### src/rtl/sfrs_pkg.sv
// package of offsets, field layouts and timing for the raster search control
`default_nettype none
package sfrs_pkg;
    // ==========================================================
    // register map (byte addresses)
    localparam logic [7:0] REG_RASTER = 8'h00;
    localparam logic [7:0] REG_CTRL   = 8'h04;
    localparam logic [7:0] REG_CONT   = 8'h08;
    localparam logic [7:0] REG_STATUS = 8'h0c;
    localparam logic [7:0] REG_POS    = 8'h10;
    localparam logic [7:0] REG_MAG    = 8'h14;
    // ==========================================================
    // raster command fields
    localparam int XC_LSB = 0;
    localparam int XF_LSB = 7;
    localparam int YC_LSB = 12;
    localparam int YF_LSB = 19;
    localparam int SZ_LSB = 24;
    localparam int COARSE_W = 7;
    localparam int FINE_W   = 5;
    localparam int SIZE_W   = 6;
    localparam int COORD_W  = 12;
    localparam int MAG_W    = 15;
    localparam int TLM_W    = 56;
    // control command fields
    localparam int MODE_LSB = 0;
    localparam int PERMIT_BIT = 2;
    localparam int RATE_BIT = 3;
    localparam int SPACE_BIT = 4;
    localparam int THR_SEL_LSB = 5;
    localparam logic [31:0] RASTER_RST = 32'h0000_0000;
    localparam logic [6:0]  CTRL_RST   = 7'h00;
    // ==========================================================
    // modes and states
    localparam logic [1:0] MODE_PRIMARY = 2'b00;
    localparam logic [1:0] MODE_SEARCH  = 2'b01;
    localparam logic [6:0] Y_SKIP = 7'h02;
    typedef enum logic [1:0] {
        ST_IDLE   = 2'b00,
        ST_SEARCH = 2'b01,
        ST_TRACK  = 2'b11
    } sfrs_state_e;
    // ==========================================================
    // timing: internal search dwell
    localparam int CLK_NS   = 100;
    localparam int DWELL_NS = 2400000;
    localparam int DWELL_CYC = DWELL_NS / CLK_NS;
    // acquisition thresholds in magnitude counts, code 00 dimmest
    localparam logic [14:0] THR_0 = 15'h0100;
    localparam logic [14:0] THR_1 = 15'h0280;
    localparam logic [14:0] THR_2 = 15'h0640;
    localparam logic [14:0] THR_3 = 15'h1000;
endpackage : sfrs_pkg
`default_nettype wire

### src/rtl/sfrs_ctrl.sv
// search raster control with AHB-Lite registers and telemetry word
//
// Functional notes
// [RQ1] continue while tracking: resume two below acquisition
// [RQ2] raster done without star: restart at start
// [RQ3] continue while searching: skip two Y steps
// [RQ4] fine offsets take effect immediately
// [RQ5] coarse X/size at line end, Y/size field end
// [RQ6] commander changes mode to replace raster early
// [RQ7] tracking: only rate, fine, spacing update
// [RQ8] presence lost: freeze scan and error outputs
// [RQ9] field mode: each word gate advances dwell
// [RQ10] field mode tracks only with permit bit
// [RQ11] offset: 7-bit coarse, 5-bit fine per axis
// [RQ12] coarse two's complement, fine always positive
// [RQ13] 2*size+1 dwells per line and lines
// [RQ14] commander sets mode 1x, permit low mapping
// [RQ15] each step is one coarse count
// [RQ16] 56-bit word: mode, coordinates, magnitude
// [RQ17] line end: return X, step Y, blank dwell
// [RQ18] search-and-track dwell timed internally
// [RQ19] two-bit code picks one of four thresholds
// [RQ20] mode change abandons raster, restarts fresh
// [RQ21] first exceeding dwell sets flag, latches point
//
// Implementation choices: the AHB-Lite slave port and the placing of the registers.
`timescale 1ns/10ps
`default_nettype none
module sfrs_ctrl
    import sfrs_pkg::*;
#(
    parameter int DWELL_CYCLES = DWELL_CYC
) (
    input  wire logic         hclk,               // clock
    input  wire logic         hresetn,            // async reset, active low
    input  wire logic         hsel,               // slave select
    input  wire logic [31:0]  haddr,              // address
    input  wire logic [1:0]   htrans,             // transfer type
    input  wire logic         hwrite,             // write
    input  wire logic [2:0]   hsize,              // size, word only
    input  wire logic [31:0]  hwdata,             // write data
    input  wire logic         hready,             // bus ready
    output logic [31:0]       hrdata,             // read data
    output logic              hreadyout,          // always ready
    output logic              hresp,              // always okay
    input  wire logic         telemetry_word_gate, // word gate pin
    input  wire logic         tlm_shift_pin,      // shift pulse pin
    output logic              tlm_sdata,          // serial telemetry
    input  wire logic [14:0]  mag_count,          // star magnitude count
    input  wire logic         track_star_ok,      // track loop still sees star
    input  wire logic [11:0]  track_err_x,        // track loop X error
    input  wire logic [11:0]  track_err_y,        // track loop Y error
    output logic [11:0]       scan_x,             // search deflection X
    output logic [11:0]       scan_y,             // search deflection Y
    output logic              track_active,       // track deflection on
    output logic              track_hold,         // freeze track scan
    output logic              track_scan_rate_bit, // slow track when high
    output logic              scan_spacing_bit,   // underlap when high
    output logic              star_presence_flag, // star acquired
    output logic [11:0]       err_x_out,          // held X error
    output logic [11:0]       err_y_out           // held Y error
);
    // ==========================================================
    // bus slave
    logic        wr_pend, next_wr_pend;
    logic [7:0]  wr_addr, next_wr_addr;
    logic [31:0] raster_cmd, next_raster_cmd;
    logic [6:0]  ctrl_cmd, next_ctrl_cmd;
    logic [31:0] next_hrdata;
    logic        cont_req;
    logic        addr_ok;
    sfrs_state_e state, next_state;
    logic [6:0]  x0_act, y0_act, next_x0_act, next_y0_act;
    logic [5:0]  szx, szy, next_szx, next_szy;
    logic [6:0]  dx, dy, next_dx, next_dy;
    logic [6:0]  acq_dx, acq_dy, next_acq_dx, next_acq_dy;
    logic [1:0]  mode_act, next_mode_act;
    logic        blank, next_blank;
    logic        presence, next_presence;
    logic [11:0] ex, ey, next_ex, next_ey;
    logic [7:0]  cx, cy;

    assign addr_ok = hsel && htrans[1] && hready;
    assign hreadyout = 1'b1;
    assign hresp = 1'b0;

    always_comb begin
        next_wr_pend = addr_ok && hwrite;
        next_wr_addr = haddr[7:0];
        next_raster_cmd = raster_cmd;
        next_ctrl_cmd = ctrl_cmd;
        cont_req = 1'b0;
        next_hrdata = hrdata;
        if (wr_pend) begin
            if (wr_addr == REG_RASTER) begin
                next_raster_cmd = {2'b00, hwdata[29:0]};
            end else if (wr_addr == REG_CTRL) begin
                next_ctrl_cmd = hwdata[6:0];
            end else if (wr_addr == REG_CONT) begin
                cont_req = 1'b1;
            end
        end
        if (addr_ok && !hwrite) begin
            if (haddr[7:0] == REG_RASTER) begin
                next_hrdata = raster_cmd;
            end else if (haddr[7:0] == REG_CTRL) begin
                next_hrdata = {25'h0, ctrl_cmd};
            end else if (haddr[7:0] == REG_STATUS) begin
                next_hrdata = {22'h0, acq_dy[1:0], blank, presence, mode_act, 2'b00, state};
            end else if (haddr[7:0] == REG_POS) begin
                next_hrdata = {4'h0, scan_y, 4'h0, scan_x};
            end else if (haddr[7:0] == REG_MAG) begin
                next_hrdata = {17'h0, mag_count};
            end else begin
                next_hrdata = 32'h0;
            end
        end
    end

    always_ff @(posedge hclk or negedge hresetn) begin
        if (!hresetn) begin
            wr_pend <= 1'b0;
            wr_addr <= 8'h00;
            raster_cmd <= RASTER_RST;
            ctrl_cmd <= CTRL_RST;
            hrdata <= 32'h0;
        end else begin
            wr_pend <= next_wr_pend;
            wr_addr <= next_wr_addr;
            raster_cmd <= next_raster_cmd;
            ctrl_cmd <= next_ctrl_cmd;
            hrdata <= next_hrdata;
        end
    end

    // ==========================================================
    // pin synchronisers and dwell timing
    logic [1:0]  gate_s, shift_s;
    logic        gate_d, shift_d, gate_p, shift_p;
    logic [14:0] timer, next_timer;
    logic        dwell_end;
    logic [1:0]  cmd_mode;
    logic [6:0]  x_lim, y_lim;
    logic [14:0] thr;
    logic        can_acq, acquire, line_end, field_end, mode_chg;

    always_ff @(posedge hclk or negedge hresetn) begin
        if (!hresetn) begin
            gate_s <= 2'b00;
            shift_s <= 2'b00;
            gate_d <= 1'b0;
            shift_d <= 1'b0;
        end else begin
            gate_s <= {gate_s[0], telemetry_word_gate};
            shift_s <= {shift_s[0], tlm_shift_pin};
            gate_d <= gate_s[1];
            shift_d <= shift_s[1];
        end
    end
    assign gate_p = gate_s[1] && !gate_d;
    assign shift_p = shift_s[1] && !shift_d;

    assign cmd_mode = ctrl_cmd[MODE_LSB +: 2];
    assign x_lim = {szx, 1'b0};                                            // RQ13
    assign y_lim = {szy, 1'b0};                                            // RQ13
    // field mode dwells follow the word gate, search-and-track runs on the timer
    assign dwell_end = mode_act[1] ? gate_p : (timer == 15'h0);            // RQ9 RQ18
    always_comb begin
        case (ctrl_cmd[THR_SEL_LSB +: 2])                                  // RQ19
            2'b00: thr = THR_0;
            2'b01: thr = THR_1;
            2'b10: thr = THR_2;
            default: thr = THR_3;
        endcase
    end
    assign can_acq = (mode_act == MODE_SEARCH) || (mode_act[1] && ctrl_cmd[PERMIT_BIT]); // RQ10
    assign acquire = can_acq && !blank && (mag_count > thr);               // RQ21
    assign line_end = (dx == x_lim);
    assign field_end = (dy == y_lim);
    // a mode change waits while tracking; coarse and size fields wait too, fine, rate and spacing do not
    assign mode_chg = (cmd_mode != mode_act) && (state != ST_TRACK);       // RQ7 RQ20

    // ==========================================================
    // raster sequencer
    always_comb begin
        next_state = state;
        next_x0_act = x0_act;
        next_y0_act = y0_act;
        next_szx = szx;
        next_szy = szy;
        next_dx = dx;
        next_dy = dy;
        next_acq_dx = acq_dx;
        next_acq_dy = acq_dy;
        next_mode_act = mode_act;
        next_blank = blank;
        next_presence = presence;
        next_timer = (timer == 15'h0) ? 15'(DWELL_CYCLES - 1) : timer - 15'h1;
        if (mode_chg) begin
            next_mode_act = cmd_mode;
            next_state = (cmd_mode == MODE_PRIMARY) ? ST_IDLE : ST_SEARCH;  // RQ20
            next_x0_act = raster_cmd[XC_LSB +: COARSE_W];
            next_y0_act = raster_cmd[YC_LSB +: COARSE_W];
            next_szx = raster_cmd[SZ_LSB +: SIZE_W];
            next_szy = raster_cmd[SZ_LSB +: SIZE_W];
            next_dx = 7'h0;
            next_dy = 7'h0;
            next_blank = 1'b1;
            next_presence = 1'b0;
            next_timer = 15'(DWELL_CYCLES - 1);
        end else if (cont_req && state != ST_IDLE) begin
            // resume two lines below the acquisition point, or skip two lines
            next_dy = ((state == ST_TRACK) ? acq_dy : dy) + Y_SKIP;        // RQ1 RQ3
            if (state == ST_TRACK) begin
                next_dx = acq_dx;                                          // RQ1
                next_blank = 1'b1;
            end
            next_state = ST_SEARCH;
            next_presence = 1'b0;
            // a skip that carries past the 7-bit index also ends the raster
            if (next_dy > y_lim || next_dy < Y_SKIP) begin
                next_dx = 7'h0;                                            // RQ2
                next_dy = 7'h0;
                next_x0_act = raster_cmd[XC_LSB +: COARSE_W];
                next_y0_act = raster_cmd[YC_LSB +: COARSE_W];
                next_szx = raster_cmd[SZ_LSB +: SIZE_W];
                next_szy = raster_cmd[SZ_LSB +: SIZE_W];
                next_blank = 1'b1;
            end
        end else if (state == ST_SEARCH && dwell_end) begin
            if (blank) begin
                next_blank = 1'b0;
            end else if (acquire) begin
                next_state = ST_TRACK;                                     // RQ21
                next_presence = 1'b1;
                next_acq_dx = dx;
                next_acq_dy = dy;
            end else if (!line_end) begin
                next_dx = dx + 7'h1;                                       // RQ15 RQ9
            end else begin
                next_dx = 7'h0;                                            // RQ17
                next_blank = 1'b1;
                next_x0_act = raster_cmd[XC_LSB +: COARSE_W];              // RQ5
                next_szx = raster_cmd[SZ_LSB +: SIZE_W];
                if (field_end) begin
                    next_dy = 7'h0;                                        // RQ2
                    next_y0_act = raster_cmd[YC_LSB +: COARSE_W];          // RQ5
                    next_szy = raster_cmd[SZ_LSB +: SIZE_W];
                end else begin
                    next_dy = dy + 7'h1;                                   // RQ17
                end
            end
        end
    end

    // coarse is signed; X counts up along a line, Y steps down per line
    assign cx = {x0_act[6], x0_act} + {1'b0, dx};                          // RQ12 RQ15
    assign cy = {y0_act[6], y0_act} - {1'b0, dy};
    // freeze errors while the track loop has lost the star
    assign next_ex = (state == ST_TRACK && !track_star_ok) ? ex : track_err_x; // RQ8
    assign next_ey = (state == ST_TRACK && !track_star_ok) ? ey : track_err_y; // RQ8

    always_ff @(posedge hclk or negedge hresetn) begin
        if (!hresetn) begin
            state <= ST_IDLE;
            x0_act <= 7'h0;
            y0_act <= 7'h0;
            szx <= 6'h0;
            szy <= 6'h0;
            dx <= 7'h0;
            dy <= 7'h0;
            acq_dx <= 7'h0;
            acq_dy <= 7'h0;
            mode_act <= MODE_PRIMARY;
            blank <= 1'b1;
            presence <= 1'b0;
            timer <= 15'h0;
            ex <= 12'h0;
            ey <= 12'h0;
            scan_x <= 12'h0;
            scan_y <= 12'h0;
        end else begin
            state <= next_state;
            x0_act <= next_x0_act;
            y0_act <= next_y0_act;
            szx <= next_szx;
            szy <= next_szy;
            dx <= next_dx;
            dy <= next_dy;
            acq_dx <= next_acq_dx;
            acq_dy <= next_acq_dy;
            mode_act <= next_mode_act;
            blank <= next_blank;
            presence <= next_presence;
            timer <= next_timer;
            ex <= next_ex;
            ey <= next_ey;
            scan_x <= {cx[6:0], raster_cmd[XF_LSB +: FINE_W]};             // RQ4 RQ11
            scan_y <= {cy[6:0], raster_cmd[YF_LSB +: FINE_W]};             // RQ4 RQ11
        end
    end

    assign track_active = (state == ST_TRACK);
    assign track_hold = track_active && !track_star_ok;                    // RQ8
    assign track_scan_rate_bit = ctrl_cmd[RATE_BIT];                       // RQ7
    assign scan_spacing_bit = ctrl_cmd[SPACE_BIT];                         // RQ7
    assign star_presence_flag = presence;
    assign err_x_out = ex;
    assign err_y_out = ey;

    // ==========================================================
    // telemetry word: mode, X, Y, magnitude, presence, errors
    logic [TLM_W-1:0] tlm_word;
    assign tlm_word = {mode_act, scan_x[11:5], scan_y[11:5],               // RQ16
                       (blank ? 15'h0 : mag_count), presence, ex, ey};     // RQ17
    sfrs_tlm_shift #(.W(TLM_W)) u_tlm (
        .hclk    (hclk),
        .hresetn (hresetn),
        .load    (gate_p),
        .shift   (shift_p),
        .word    (tlm_word),
        .sdata   (tlm_sdata)
    );
endmodule : sfrs_ctrl
`default_nettype wire

### src/rtl/sfrs_tlm_shift.sv
// serial telemetry word shifter, loaded on each word gate
`timescale 1ns/10ps
`default_nettype none
module sfrs_tlm_shift
    import sfrs_pkg::*;
#(
    parameter int W = TLM_W
) (
    input  wire logic         hclk,     // clock
    input  wire logic         hresetn,  // async reset, active low
    input  wire logic         load,     // word gate pulse
    input  wire logic         shift,    // shift pulse
    input  wire logic [W-1:0] word,     // parallel word
    output logic              sdata     // serial data, msb first
);
    logic [W-1:0] sr;
    logic [W-1:0] next_sr;

    always_comb begin
        next_sr = sr;
        if (load) begin
            next_sr = word;
        end else if (shift) begin
            next_sr = {sr[W-2:0], 1'b0};
        end
    end

    always_ff @(posedge hclk or negedge hresetn) begin
        if (!hresetn) begin
            sr <= '0;
        end else begin
            sr <= next_sr;
        end
    end

    assign sdata = sr[W-1];
endmodule : sfrs_tlm_shift
`default_nettype wire

### config.mk
export PLATFORM = sky130hd
export DESIGN_NAME = sfrs_ctrl
export DESIGN_NICKNAME = d
export VERILOG_FILES = /design/src/rtl/sfrs_pkg.sv /design/src/rtl/sfrs_ctrl.sv /design/src/rtl/sfrs_tlm_shift.sv
export SDC_FILE = /design/constraint.sdc
export NUM_CORES = 1
export LEC_CHECK = 0
export BUFFER_PORTS_ARGS = -buffer_cell sky130_fd_sc_hd__buf_2
export CAP_MARGIN = 20
export CORE_MARGIN = 5
export CORE_UTILIZATION = 26
export DETAILED_ROUTE_END_ITERATION = 7
export GPL_TIMING_DRIVEN = 0
export PLACE_DENSITY = 0.41
export SYNTH_ARGS = -nofsm -noshare
export SYNTH_HDL_FRONTEND = slang
export SYNTH_SLANG_ARGS = --single-unit
### constraint.sdc
create_clock -name hclk -period 4.7 [get_ports hclk]
set_input_delay 0.94 -clock hclk [delete_from_list [all_inputs] [get_ports hclk]]
set_output_delay 0.94 -clock hclk [all_outputs]
set_load 0.01 [all_outputs]
# ---- After elaboration in Yosys (flattened, before gate mapping)
# Index checks and enable logic that the tools add are counted.
# W data, S select, Z words.
dict set report op_classes {
  n_bitwise 4
  n_lt_le_gt_ge 3
  n_addsub 6
  eq_ne 19
  muxes 81
  reduce_logical 40
}
# cell n
set op_table {}
lappend op_table {{$mux W7} 32}
lappend op_table {{$mux W56} 2}
lappend op_table {{$mux W28} 3}
lappend op_table {{$mux W6} 14}
lappend op_table {{$mux W15} 4}
lappend op_table {{$pmux W13 S3} 1}
lappend op_table {{$mux W30} 1}
lappend op_table {{$mux W1} 19}
lappend op_table {{$eq A8 B3 Y1 const B} 2}
lappend op_table {{$eq A8 B4 Y1 const B} 2}
lappend op_table {{$eq A8 B5 Y1 const B} 2}
lappend op_table {{$logic_not A8 Y1} 2}
lappend op_table {{$gt A15 B15 Y1} 1}
lappend op_table {{$logic_not A15 Y1} 1}
lappend op_table {{$sub A15 B1 Y15 const B} 1}
lappend op_table {{$add A7 B1 Y7 const B} 2}
lappend op_table {{$eq A7 B7 Y1} 2}
lappend op_table {{$logic_and A1 B1 Y1} 13}
lappend op_table {{$reduce_bool A3 Y1} 4}
lappend op_table {{$mux W2} 5}
lappend op_table {{$reduce_and A5 Y1} 2}
lappend op_table {{$reduce_and A4 Y1} 2}
lappend op_table {{$add A7 B2 Y7 const B} 1}
lappend op_table {{$add A7 B7 Y7} 1}
lappend op_table {{18 further kinds} 34}
dict set report totals {
  reg_bits 263
  inputBits 116
}

# ---- Logic depth before layout (Yosys ltp)
# Gate-level depths: netlist of run 1.
dict set report depth {
  depth_word 9
  depth_mapped 18
}

# ---- Cells and area by module
# From an unflattened synthesis of run 1, not the netlist that was laid out.
dict set report unflattened {
  hier_cells 1141
  area_unflattened_um2 12677.2
}
# mod area_per_inst_um2 cells_each instances seq_area_each_um2
set by_module_without_submodules {}
lappend by_module_without_submodules {sfrs_ctrl 10093.4 899 1 5106.1}
lappend by_module_without_submodules {sfrs_tlm_shift 2583.7 242 1 1401.3}

# ---- Worst setup path after synthesis of run 1
# No wires, ideal clock.
dict set report synth_timing {
  path_kind {register -> register}
  startpoint {reg state[1]}
  endpoint {reg szx[1]}
  path_slack_ns 1.022
  synth_period_minus_slack_ns 3.678
  stages_incl_launch_ff 18
  t_arrival_ns 3.550
  setup_ns 0.127
  path_cell_list {dfrtp_1 -> buf_4 -> nand2_8 -> inv_4 -> buf_2 -> o21ai_0 -> ha_1 -> xnor2_1 -> ha_1 -> nand2_1 -> nor2_1 -> a211oi_1 -> or3_1 -> a211o_1 -> a22o_2 -> a21oi_4 -> buf_6 -> mux2_1}
}
dict set report synth_between {
  elab_chain_len 7
}
# item line_no
set synth_lines {}
lappend synth_lines {{start: declaration} sfrs_ctrl.sv:72} ;# sfrs_state_e state, next_state;
lappend synth_lines {{start signal: assignment} sfrs_ctrl.sv:283} ;# state <= next_state;
lappend synth_lines {{$eq A2 B2 Y1 (*)} --}
lappend synth_lines {{named net track_active} sfrs_ctrl.sv:55} ;# output logic track_active,
lappend synth_lines {{$mux W7 (*)} sfrs_ctrl.sv:213} ;# next_dy = ((state == ST_TRACK) ? acq_dy : dy) + Y_SKIP;
lappend synth_lines {{$add A7 B2 Y7 (*)} sfrs_ctrl.sv:213}
lappend synth_lines {{$gt A7 B7 Y1 / $lt A7 B2 Y1 (equally long branches)} sfrs_ctrl.sv:221} ;# if (next_dy > y_lim || next_dy < Y_SKIP) begin
lappend synth_lines {{$logic_or A1 B1 Y1 (*)} sfrs_ctrl.sv:221}
lappend synth_lines {{$ne A3 B2 Y1 (no line) (*)} --}
lappend synth_lines {{$reduce_and A5 Y1 (no line) (*)} --}
lappend synth_lines {{end signal: assignment} sfrs_ctrl.sv:286} ;# szx <= next_szx;
lappend synth_lines {{end: declaration} sfrs_ctrl.sv:74} ;# logic [5:0] szx, szy, next_szx, next_szy;
# Mark *: on every way through the listed nets, which the timed path passes. The rest lies on a longest branch.
# A chain may end at the register's enable or synchronous reset.

# ---- Final worst setup path of run 1
dict set report layout_timing {
  startpoint {reg state[1]}
  endpoint {reg y0_act[3]}
}
dict set report layout_between {
  elab_chain_len 7
}
# item line_no
set layout_lines {}
lappend layout_lines {{$eq A2 B2 Y1} sfrs_ctrl.sv:213}
lappend layout_lines {{$mux W7} sfrs_ctrl.sv:213}
lappend layout_lines {{$add A7 B2 Y7} sfrs_ctrl.sv:213}
lappend layout_lines {{$gt A7 B7 Y1 / $lt A7 B2 Y1 (equally long branches)} sfrs_ctrl.sv:221}
lappend layout_lines {{$logic_or A1 B1 Y1} sfrs_ctrl.sv:221}
lappend layout_lines {{$ne A3 B2 Y1 (no line)} --}
lappend layout_lines {{$reduce_and A6 Y1 (no line)} --}
lappend layout_lines {{end signal: assignment} sfrs_ctrl.sv:285} ;# y0_act <= next_y0_act;
lappend layout_lines {{end: declaration} sfrs_ctrl.sv:73} ;# logic [6:0] x0_act, y0_act, next_x0_act, next_y0_act;
# Several ways; a longest one is shown, not always the timed one.

==> results of run 1 <==
routing by layer:
metal	track usage, %	routed length (um)	up-vias	share of wire (%)
met5	0	0	-	0
met4	4.114	1199	0	3.1
met3	2.369	1826	66	4.7
met2	24.80	18370	232	47
met1	20.36	17710	4505	45
li1	-	-	4356	-
cells by family after synthesis:
group | count (synthesis) | share of synthesized area [%]
AND/OR/NAND/NOR | 329 | 12.79
flip-flops | 260 | 53.20
AO/OA/AOI/OAI | 217 | 11.39
multiplexers | 139 | 12.35
buffers and inverters | 96 | 3.304
XOR/XNOR | 46 | 3.519
adder cells (fa/ha/maj) | 32 | 3.396
other | 2 | 0.06140
sequential cells by signal, summed over array words and instances (netlist names), 7 cells and up:
register	count
y0_act	7
acq_dy	7
hrdata	30
err_y_out	12
scan_y	12
u_tlm.sr	56
scan_x	12
acq_dx	7
err_x_out	12
wr_addr	8
x0_act	7
dx	7
ctrl_cmd	7
raster_cmd	30
timer	15
dy	7
cells in the mapped netlist (all sizes together), types with 4 or more instances:
cell    number  area (um^2)
dfrtp      259         6481
nand2      196        752.0
o21ai      108        544.3
mux2        75        844.6
mux2i       62        620.6
clkbuf      39        146.4
inv         39        148.9
ha          30        375.4
nor2        28        107.6
a21oi       26        152.7
xnor2       26        227.7
a22o        20        176.4
a22oi       18        135.1
buf         18        108.9
xor2        18        157.7
nand3b      17        127.6
nand3       16        80.08
nor3        14        75.07
nor4        12        96.34
or3          8        50.05
nand4        7        43.79
nor2b        7        43.79
a21o         5        37.54
nand2b       5        31.28
a222oi       4        40.04
and2         4        25.02
and3         4        25.02
worst max path at each step:
stage                           to  slack [ns]  cells past startpoint
finish                   y0_act[3]        0.18                     17
global route                szx[2]        0.02                     18
CTS                      x0_act[0]        0.19                     17
detailed placement       x0_act[0]        0.21                     17
global placement    raster_cmd[26]       -2.55                      1
floorplan                   szx[1]        1.02                     17
where the power goes:
part | total, mW | internal, mW | switching (mW)
logic | 0.487 | 0.189 | 0.298
clock network | 2.68 | 1.69 | 0.986
registers | 2.44 | 2.35 | 0.0863
total | 5.60 | 4.23 | 1.37
cell type report:
type,count,area [um^2]
Multi-Input combinational cell,767,5328
Sequential cell,260,6507
Fill cell,4792,31500
Tap cell,607,759.5
Clock buffer,43,880.8
Buffer,57,255.2
Timing Repair Buffer,172,915.9
Clock inverter,14,260.3
Inverter,39,148.9
==> impl_metrics.tcl, run 1 <==
set metrics [dict create \
    synth_edf_count 0 \
    layout_min_cycle_time_ns 4.516 \
    nNetsFinal 1476 \
    htree_num_levels 1 \
    synth-async-reset-ratio_pct 100.0 \
    worstSetupStartpoint "state[1]" \
    skew_ns 0.03309 \
    p_per_area_nw_per_um2 371.8 \
    die-area_um2 51480 \
    cts_buffer_depth 3 \
    grt_pass1_wl_mm 59.31 \
    postCtsSetupRepairBufs 0 \
    ys_ff_latch 260 \
    slew_viol_final 0 \
    avgViaCountPerCell 4.675 \
    place.port_buffers 169 \
    min_to "gate_s[1]" \
    whs_ns 0.3461 \
    p_total_mw 5.598 \
    core_area_um2 46560 \
    grt_pass1_vias 9543 \
    clock_sinks 260 \
    ys_warn_count 0 \
    min_from "gate_s[0]" \
    numCtsBuffers 31 \
    min-delay-path-class "reg -> reg" \
    max_freq_mhz 221.5 \
    timing.critical_path.buf_inv 4 \
    slowest_stage "o21ai_0" \
    clock_latency_ns 0.59 \
    reg2reg_depth 17 \
    cpLargestDelayFamily "compound AO/OA/AOI/OAI gates" \
    hold_viol 0 \
    post_cts_resized 0 \
    final_area_um2 15060 \
    diodes 0 \
    dpl_cell_area_um2 13910 \
    arrival_ns 4.96 \
    die_x_um 226.9 \
    drv_cap 0 \
    drc_errors 0 \
    synth_seq_area_share_pct 53.20 \
    ctsHoldBuffers 0 \
    tightest_slew_ns 1.051 \
    via_count 9159 \
    tritoncts "yes" \
    synth_ff_type "dfrtp_1" \
    setup_tns_ns 0 \
    layout-drive-gt1-share_pct 22.56 \
    fin_cells 1959 \
    drtAntennaViolNets 0 \
    worstSetupStartpointType "flip-flop" \
    antenna_found_initial 1 \
    finalWirelength_mm 39.11 \
    critPathMaxStageDelay_ns 0.49 \
    syn_area_um2 12230 \
    dp_slack_ns 0.2110 \
    grt_max_degree 97 \
    die_h_um 226.9 \
    synth_cell_types 81 \
    p_leak_nw 7.093 \
    end_kind "flip-flop" \
    critical_path_required_ns 5.14 \
    reg2reg_to "y0_act[3]" \
    syn_to_final_growth_pct 23.09 \
    max-vdd-ir-drop_mv 0.2794 \
    rows 79 \
    period_share_pct 96.08 \
    syn_inst 1121 \
    io_pins 204 \
    place_inst 1902 \
    crit_fanout 10 \
    path_clk_slew_ns 0.06 \
    holdPathStages 0 \
    crit_top_cell "ha_1" \
    dp_hpwl_mm 29.65 \
    rsz0062_at_grt "no" \
    r2r_slack_ns 0.18 \
    gp_congestion 0.8471 \
    synth_area_per_cell_um2 10.91 \
    path_class "reg -> reg" \
    utilization_pct 32.34 \
    dr.pass1.iters 5 \
    mostFrequentLayoutCells "dfrtp_1 (259), nand2_1 (195), buf_2 (172)" \
    status "finished, final reports clean" \
    grt_use_total_pct 14.93 \
    crit-reg2reg-launch "state[1]" \
    fin_ws_ns 0.1844 \
    cts-root-buf "clkbuf_16" \
    drt_iter0_drc 583 \
    cp_cell_sequence "buf_4 > nand2_8 > inv_4 > buf_2 > o21ai_0 > ha_1 > xnor2_1 > ha_1 > nand2_1 > nor2_1 > a211oi_1 > or3_1 > a211o_1 > a22o_2 > a21oi_4 > buf_6 > mux2_1" \
    wl_per_cell_um 19.96 \
    relSlewSlack_pct 29.28 \
    initial_core_util_pct 26.27 \
    final_common_cell "dfrtp_1" \
    finalSetupViolCount 0 \
    overflow 0 \
]
(Power assumes the default switching activity.)
==> run 2: changes to the inputs <==
--- a/config.mk
+++ b/config.mk
@@ -5,6 +5,7 @@
 export SDC_FILE = /design/constraint.sdc
 export NUM_CORES = 1
 export LEC_CHECK = 0
+export ABC_AREA = 1
 export BUFFER_PORTS_ARGS = -buffer_cell sky130_fd_sc_hd__buf_2
 export CAP_MARGIN = 20
 export CORE_MARGIN = 5
==> run 2 against run 1 <==
Net effect:
- synthesized area down 0.41%
- non-clock buffer count up 3
- count of clock-buffer cells in the layout up 2
- worst setup slack better by 1.1 ns
- global-route usage up 1.1 points
- combinational power rose to 3.9 times the previous value
- critical path type unchanged
- largest cell class unchanged
==> impl_metrics.tcl, run 2 <==
set metrics [dict create \
    status "finished, final reports clean" \
    synthSimpleGateAreaFrac_pct 20.33 \
    cts-root-buf "clkbuf_16" \
    period_share_pct 72.33 \
    finalSetupViolCount 0 \
    path_class "reg -> reg" \
    rsz0062_at_grt "no" \
    reg.largest.list "u_tlm.sr (56), hrdata (30), raster_cmd (30)" \
    diodes 0 \
    slowest_stage "clkbuf_1" \
    grt_max_degree 97 \
    tritoncts "yes" \
    tightest_slew_ns 1.020 \
    largest_register_ff_count 56 \
    utilization_pct 32.02 \
    dp_slack_ns 1.049 \
    rows 79 \
    die-area_um2 51280 \
    clock_latency_ns 0.55 \
    synth_seq_area_share_pct 53.42 \
    ys_warn_count 0 \
    synth-compound-area-share_pct 13.76 \
    p_per_area_nw_per_um2 507.2 \
    crit-reg2reg-launch "ctrl_cmd[6]" \
    synth_fa_ha_area_share_pct 3.410 \
    clock_sinks 260 \
    critical_path_required_ns 5.14 \
    synth_top_family_by_area "simple AND/OR/NAND/NOR gates" \
    wl_per_cell_um 18.61 \
    min_to "shift_s[1]" \
    min_from "shift_s[0]" \
    nNetsFinal 1744 \
    cpLargestDelayFamily "buffers and inverters" \
    avgViaCountPerCell 4.549 \
    post_cts_resized 0 \
    p_leak_nw 7.168 \
    dr.pass1.iters 5 \
    arrival_ns 3.84 \
    max_freq_mhz 294.2 \
    r2r_slack_ns 1.30 \
    place_inst 2167 \
    antenna_found_initial 0 \
    postCtsSetupRepairBufs 0 \
    synthXorXnorAreaFrac_pct 1.941 \
    numCtsBuffers 34 \
    fin_ws_ns 1.300 \
    min-delay-path-class "reg -> reg" \
    grt_pass1_wl_mm 62.84 \
    setup_tns_ns 0 \
    syn_area_um2 12180 \
    initial_core_util_pct 26.22 \
    synth_mux_area_share_pct 0.9244 \
    yosysTopAreaCell "dfrtp_1" \
    synthTopCellsByCount "nand2_1 (350), dfrtp_1 (259), o21ai_0 (120), nor2_1 (114), inv_1 (113)" \
    timing.critical_path.buf_inv 4 \
    die_h_um 226.5 \
    critPathMaxStageDelay_ns 0.51 \
    synth_area_per_cell_um2 8.783 \
    synth-async-reset-ratio_pct 100.0 \
    hold_viol 0 \
    drc_errors 0 \
    path_clk_slew_ns 0.05 \
    drv_cap 0 \
    fin_cells 2220 \
    layout_min_cycle_time_ns 3.400 \
    relSlewSlack_pct 31.48 \
    drtAntennaViolNets 0 \
    synth_most_common_cell "nand2_1" \
    synth_ff_type "dfrtp_1" \
    overflow 0 \
    synth_area_leaders "dfrtp_1 (53%), nand2_1 (11%), o21ai_0 (4.9%)" \
    ys_ff_latch 260 \
    grt_use_total_pct 16.05 \
    finalWirelength_mm 41.32 \
    place.port_buffers 169 \
    final_common_cell "nand2_1" \
    syn_to_final_growth_pct 22.11 \
    grt_pass1_vias 10130 \
    crit_fanout 10 \
    slew_viol_final 0 \
    ctsHoldBuffers 0 \
    htree_num_levels 2 \
    layout-drive-gt1-share_pct 18.54 \
    cp_cell_sequence "inv_1 > ha_1 > inv_1 > ha_1 > nand4_1 > nor4_1 > nand3_1 > nand3_1 > nor2_1 > nand2_1 > clkbuf_1 > clkbuf_1 > nand2_1 > o21ai_0" \
    max-vdd-ir-drop_mv 0.2247 \
    via_count 10100 \
    synth_top_area_share_pct 53.20 \
    dp_hpwl_mm 30.96 \
    top_register "u_tlm.sr" \
    cts_buffer_depth 3 \
    drt_iter0_drc 592 \
    io_pins 204 \
    die_x_um 226.5 \
    worstSetupStartpointType "flip-flop" \
    holdPathStages 0 \
    core_area_um2 46460 \
    mostFrequentLayoutCells "nand2_1 (350), dfrtp_1 (259), buf_2 (170)" \
    synth_cell_types 49 \
    syn_inst 1387 \
    reg2reg_to "acq_dx[5]" \
    end_kind "flip-flop" \
    synth_edf_count 0 \
    gp_congestion 0.8577 \
    skew_ns 0.03425 \
    reg2reg_depth 14 \
]
==> run 2: cell count changes after synthesis, sizes merged, moves of 16 or more <==
cell / delta
a21oi: +74
xnor2: -16
nand3: +41
inv: +78
mux2i: -62
nand2: +172
nand3b: -17
mux2: -65
o21ai: +36
nor2: +92
a22o: -17
==> run 2: cell families after synthesis <==
family / count (synthesis)
AO/OA/AOI/OAI: 295
XOR/XNOR: 27
other: 2
AND/OR/NAND/NOR: 583
multiplexers: 10
buffers and inverters: 178
flip-flops: 260
adder cells (fa/ha/maj): 32
==> run 2: cell type report <==
cell class | count | area (um^2)
fillers | 4935 | 31580
flip-flops and latches | 260 | 6507
multi-input cells | 951 | 4932
clock buffers | 45 | 932.1
repair buffers | 171 | 910.9
well taps | 607 | 759.5
inverters | 117 | 439.2
plain buffers | 61 | 310.3
clock inverters | 8 | 83.83
==> run 2: worst register-to-register path: stages, from the launching register on <==
cell and delay, ns:
dfrtp_1 0.50, inv_1 0.11, ha_1 0.29, inv_1 0.04, ha_1 0.28, nand4_1 0.10
nor4_1 0.37, nand3_1 0.18, nand3_1 0.19, nor2_1 0.07, nand2_1 0.07, clkbuf_1 0.42
clkbuf_1 0.51, nand2_1 0.10, o21ai_0 0.10
==> run 2: how the worst max path moves through the flow <==
stage                       start             end  slack (ns)  depth (start not counted)
finish                ctrl_cmd[6]       acq_dx[5]        1.30                         14
global route          ctrl_cmd[6]       acq_dx[6]        1.08                         14
CTS                      state[1]      track_hold        1.22                          6
detailed placement  mag_count[10]       acq_dy[3]        1.05                         11
global placement          hresetn  raster_cmd[24]       -2.57                          1
floorplan                state[1]       y0_act[5]        2.10                         20
==> run 2: power breakdown <==
group	switching, mW	internal [mW]	total, mW
Clock	1.01	1.44	2.45
Combinational	1.17	0.737	1.91
Sequential	0.473	2.71	3.19
Total	2.65	4.89	7.54
==> run 2: routing by layer <==
metal  track usage [%]  up-vias  share of wire [%]
met3             2.576       51                4.0
met1             22.26     4888                 47
li1                  -     4973                  -
met2             26.30      186                 47
met5                 0        -                  0
met4             4.172        0                1.9
==> run 2: through the flow <==
step / instance area, um^2 / total power, mW / hold slack [ns]
after floorplan: 12190 / 4.312 / 0.3312
after global placement: 13790 / 5.142 / 0.3634
after detailed placement: 13860 / 5.163 / 0.3420
after CTS: 14880 / 7.675 / 0.3654
after global routing: 14880 / 8.057 / 0.3778
final: 14880 / 7.545 / 0.3592
==> run 3: changes to the inputs <==
--- a/config.mk
+++ b/config.mk
@@ -12,7 +12,7 @@
 export CORE_UTILIZATION = 26
 export DETAILED_ROUTE_END_ITERATION = 7
 export GPL_TIMING_DRIVEN = 0
-export PLACE_DENSITY = 0.41
+export PLACE_DENSITY = 0.43
 export SYNTH_ARGS = -nofsm -noshare
 export SYNTH_HDL_FRONTEND = slang
 export SYNTH_SLANG_ARGS = --single-unit
==> constraint.sdc (replaced) <==
create_clock -name hclk -period 3.05 [get_ports hclk]
set_input_delay 0.61 -clock hclk [delete_from_list [all_inputs] [get_ports hclk]]
set_output_delay 0.61 -clock hclk [all_outputs]
set_load 0.01 [all_outputs]
==> run 3 against run 2 <==
Net effect:
- maximum frequency grew 17%
- first-iteration DRC count is 15% higher
- sequential power up 54%
- clock skew is 0.015 ns lower
- die area is the same
- combinational power up 55%
- via count grew 1.3%
- critical path depth up 5
- count of clock-buffer cells in the layout rose by 2
- design area rose by 0.50%
- largest power group unchanged
==> impl_metrics.tcl, run 3 (synthesis gave the netlist of run 2 again) <==
set metrics [dict create \
    dp_hpwl_mm 30.84 \
    crit_fanout 10 \
    min-delay-path-class "in -> async" \
    path_clk_slew_ns 0.06 \
    arrival_ns 3.43 \
    reg.largest.list "u_tlm.sr (56), hrdata (30), raster_cmd (30)" \
    crit-reg2reg-launch "state[1]" \
    drc_errors 0 \
    status "finished, final reports clean" \
    top_register "u_tlm.sr" \
    cts-root-buf "clkbuf_16" \
    via_count 10230 \
    slew_viol_final 0 \
    die_h_um 226.5 \
    drtAntennaViolNets 0 \
    core_area_um2 46460 \
    skew_ns 0.01941 \
    layout-drive-gt1-share_pct 19.36 \
    numCtsBuffers 31 \
    p_per_area_nw_per_um2 772.3 \
    dr.pass1.iters 5 \
    crit_top_cell "nand2_1" \
    io_pins 204 \
    htree_num_levels 1 \
    drt_iter0_drc 680 \
    layout_min_cycle_time_ns 2.916 \
    ctsHoldBuffers 0 \
    grt_max_degree 99 \
    dpl_cell_area_um2 13860 \
    grt_pass1_wl_mm 63.09 \
    clock_sinks 260 \
    clock_latency_ns 0.57 \
    max_freq_mhz 343.0 \
    grt_pass1_vias 10550 \
    grt_use_total_pct 15.81 \
    drv_cap 0 \
    final_common_cell "nand2_1" \
    antenna_found_initial 0 \
    tightest_slew_ns 1.037 \
    cts_buffer_depth 3 \
    die_x_um 226.5 \
    place.port_buffers 169 \
    worstSetupStartpoint "state[1]" \
    reg2reg_depth 19 \
    gp_congestion 0.8614 \
    finalWirelength_mm 40.76 \
    nNetsFinal 1746 \
    path_class "reg -> reg" \
    cp_cell_sequence "buf_6 > nand2_8 > buf_6 > nand2_2 > o21ai_2 > nand3_2 > xnor2_2 > inv_1 > ha_1 > nand2_1 > nor2_2 > a21oi_1 > nand2_1 > nand2_2 > buf_4 > nand2_2 > o21ai_0 > nand2_1 > nand2_1" \
    hold_viol 0 \
    utilization_pct 32.18 \
    worstSetupStartpointType "flip-flop" \
    critPathMaxStageDelay_ns 0.38 \
    diodes 0 \
    r2r_slack_ns 0.13 \
    p_leak_nw 7.199 \
    max-vdd-ir-drop_mv 0.4463 \
    reg2reg_to "dy[3]" \
    relSlewSlack_pct 30.36 \
    critical_path_required_ns 3.56 \
    die-area_um2 51280 \
    overflow 0 \
    syn_to_final_growth_pct 22.72 \
    period_share_pct 95.60 \
    wl_per_cell_um 18.29 \
    slowest_stage "dfrtp_1" \
    p_total_mw 11.55 \
    avgViaCountPerCell 4.588 \
    largest_register_ff_count 56 \
    initial_core_util_pct 26.22 \
    rows 79 \
    end_kind "flip-flop" \
    final_area_um2 14950 \
    finalSetupViolCount 0 \
    tritoncts "yes" \
    mostFrequentLayoutCells "nand2_1 (350), dfrtp_1 (257), buf_2 (170)" \
]
run 3: cell type report:
| class | instances | area, um^2 |
|---|---|---|
| Fill cell | 4948 | 31510 |
| Sequential cell | 260 | 6510 |
| Multi-Input combinational cell | 951 | 4959 |
| Timing Repair Buffer | 177 | 955.9 |
| Clock buffer | 47 | 895.9 |
| Tap cell | 607 | 759.5 |
| Inverter | 117 | 439.2 |
| Buffer | 60 | 320.3 |
| Clock inverter | 10 | 110.1 |
run 3: layer usage:
layer | GRT usage (%) | routed length [um]
met1 | 21.79 | 18710
met4 | 3.784 | 972
met3 | 2.473 | 1860
met2 | 26.29 | 19220
met5 | 0 | 0
run 3: report_power, final:
| group | leakage [nW] | total (mW) | internal (mW) | switching [mW] |
|---|---|---|---|---|
| Combinational | 3.63 | 2.97 | 1.16 | 1.81 |
| Sequential | 3.07 | 4.90 | 4.18 | 0.722 |
| Clock | 0.493 | 3.67 | 2.18 | 1.49 |
run 3: what timing repair did:
action | CTS | global route
resized for setup | 4 | 10
hold endpoints to repair | 0 | 0
endpoints found under the setup margin | 22 | 52
buffers inserted | 0 | 6
pin swaps | 0 | 4
run 3: how the worst max path moves through the flow:
stage,end,slack [ns],cells after the start
2_1_floorplan,y0_act[5],0.45,20
3_3_place_gp,raster_cmd[23],-3.88,1
3_5_place_dp,acq_dy[4],-0.31,13
4_1_cts,y0_act[5],0.06,18
5_1_grt,dx[2],-0.02,19
6_report,dy[3],0.13,19
run 3: worst max-delay path, delay by kind of cell (launching register included):
kind | cells | cell delay [ns]
simple gates | 10 | 0.89
buf+inv | 4 | 0.63
compound gates | 3 | 0.43
flops | 1 | 0.38
fa+ha+maj | 1 | 0.29
xor+xnor | 1 | 0.24
run 3: per-stage QoR:
stage | setup TNS, ns | instances | hold WS [ns] | worst slack (ns)
2_1_floorplan | 0 | 1389 | 0.3144 | 0.4498
3_3_place_gp | -1003.16 | 2165 | 0.3635 | -3.876
3_5_place_dp | -4.228 | 2167 | 0.3418 | -0.3114
4_1_cts | 0 | 2224 | 0.01152 | 0.05940
5_1_grt | -0.09079 | 2229 | 0.03815 | -0.01918
6_report | 0 | 2229 | 0.007138 | 0.1343
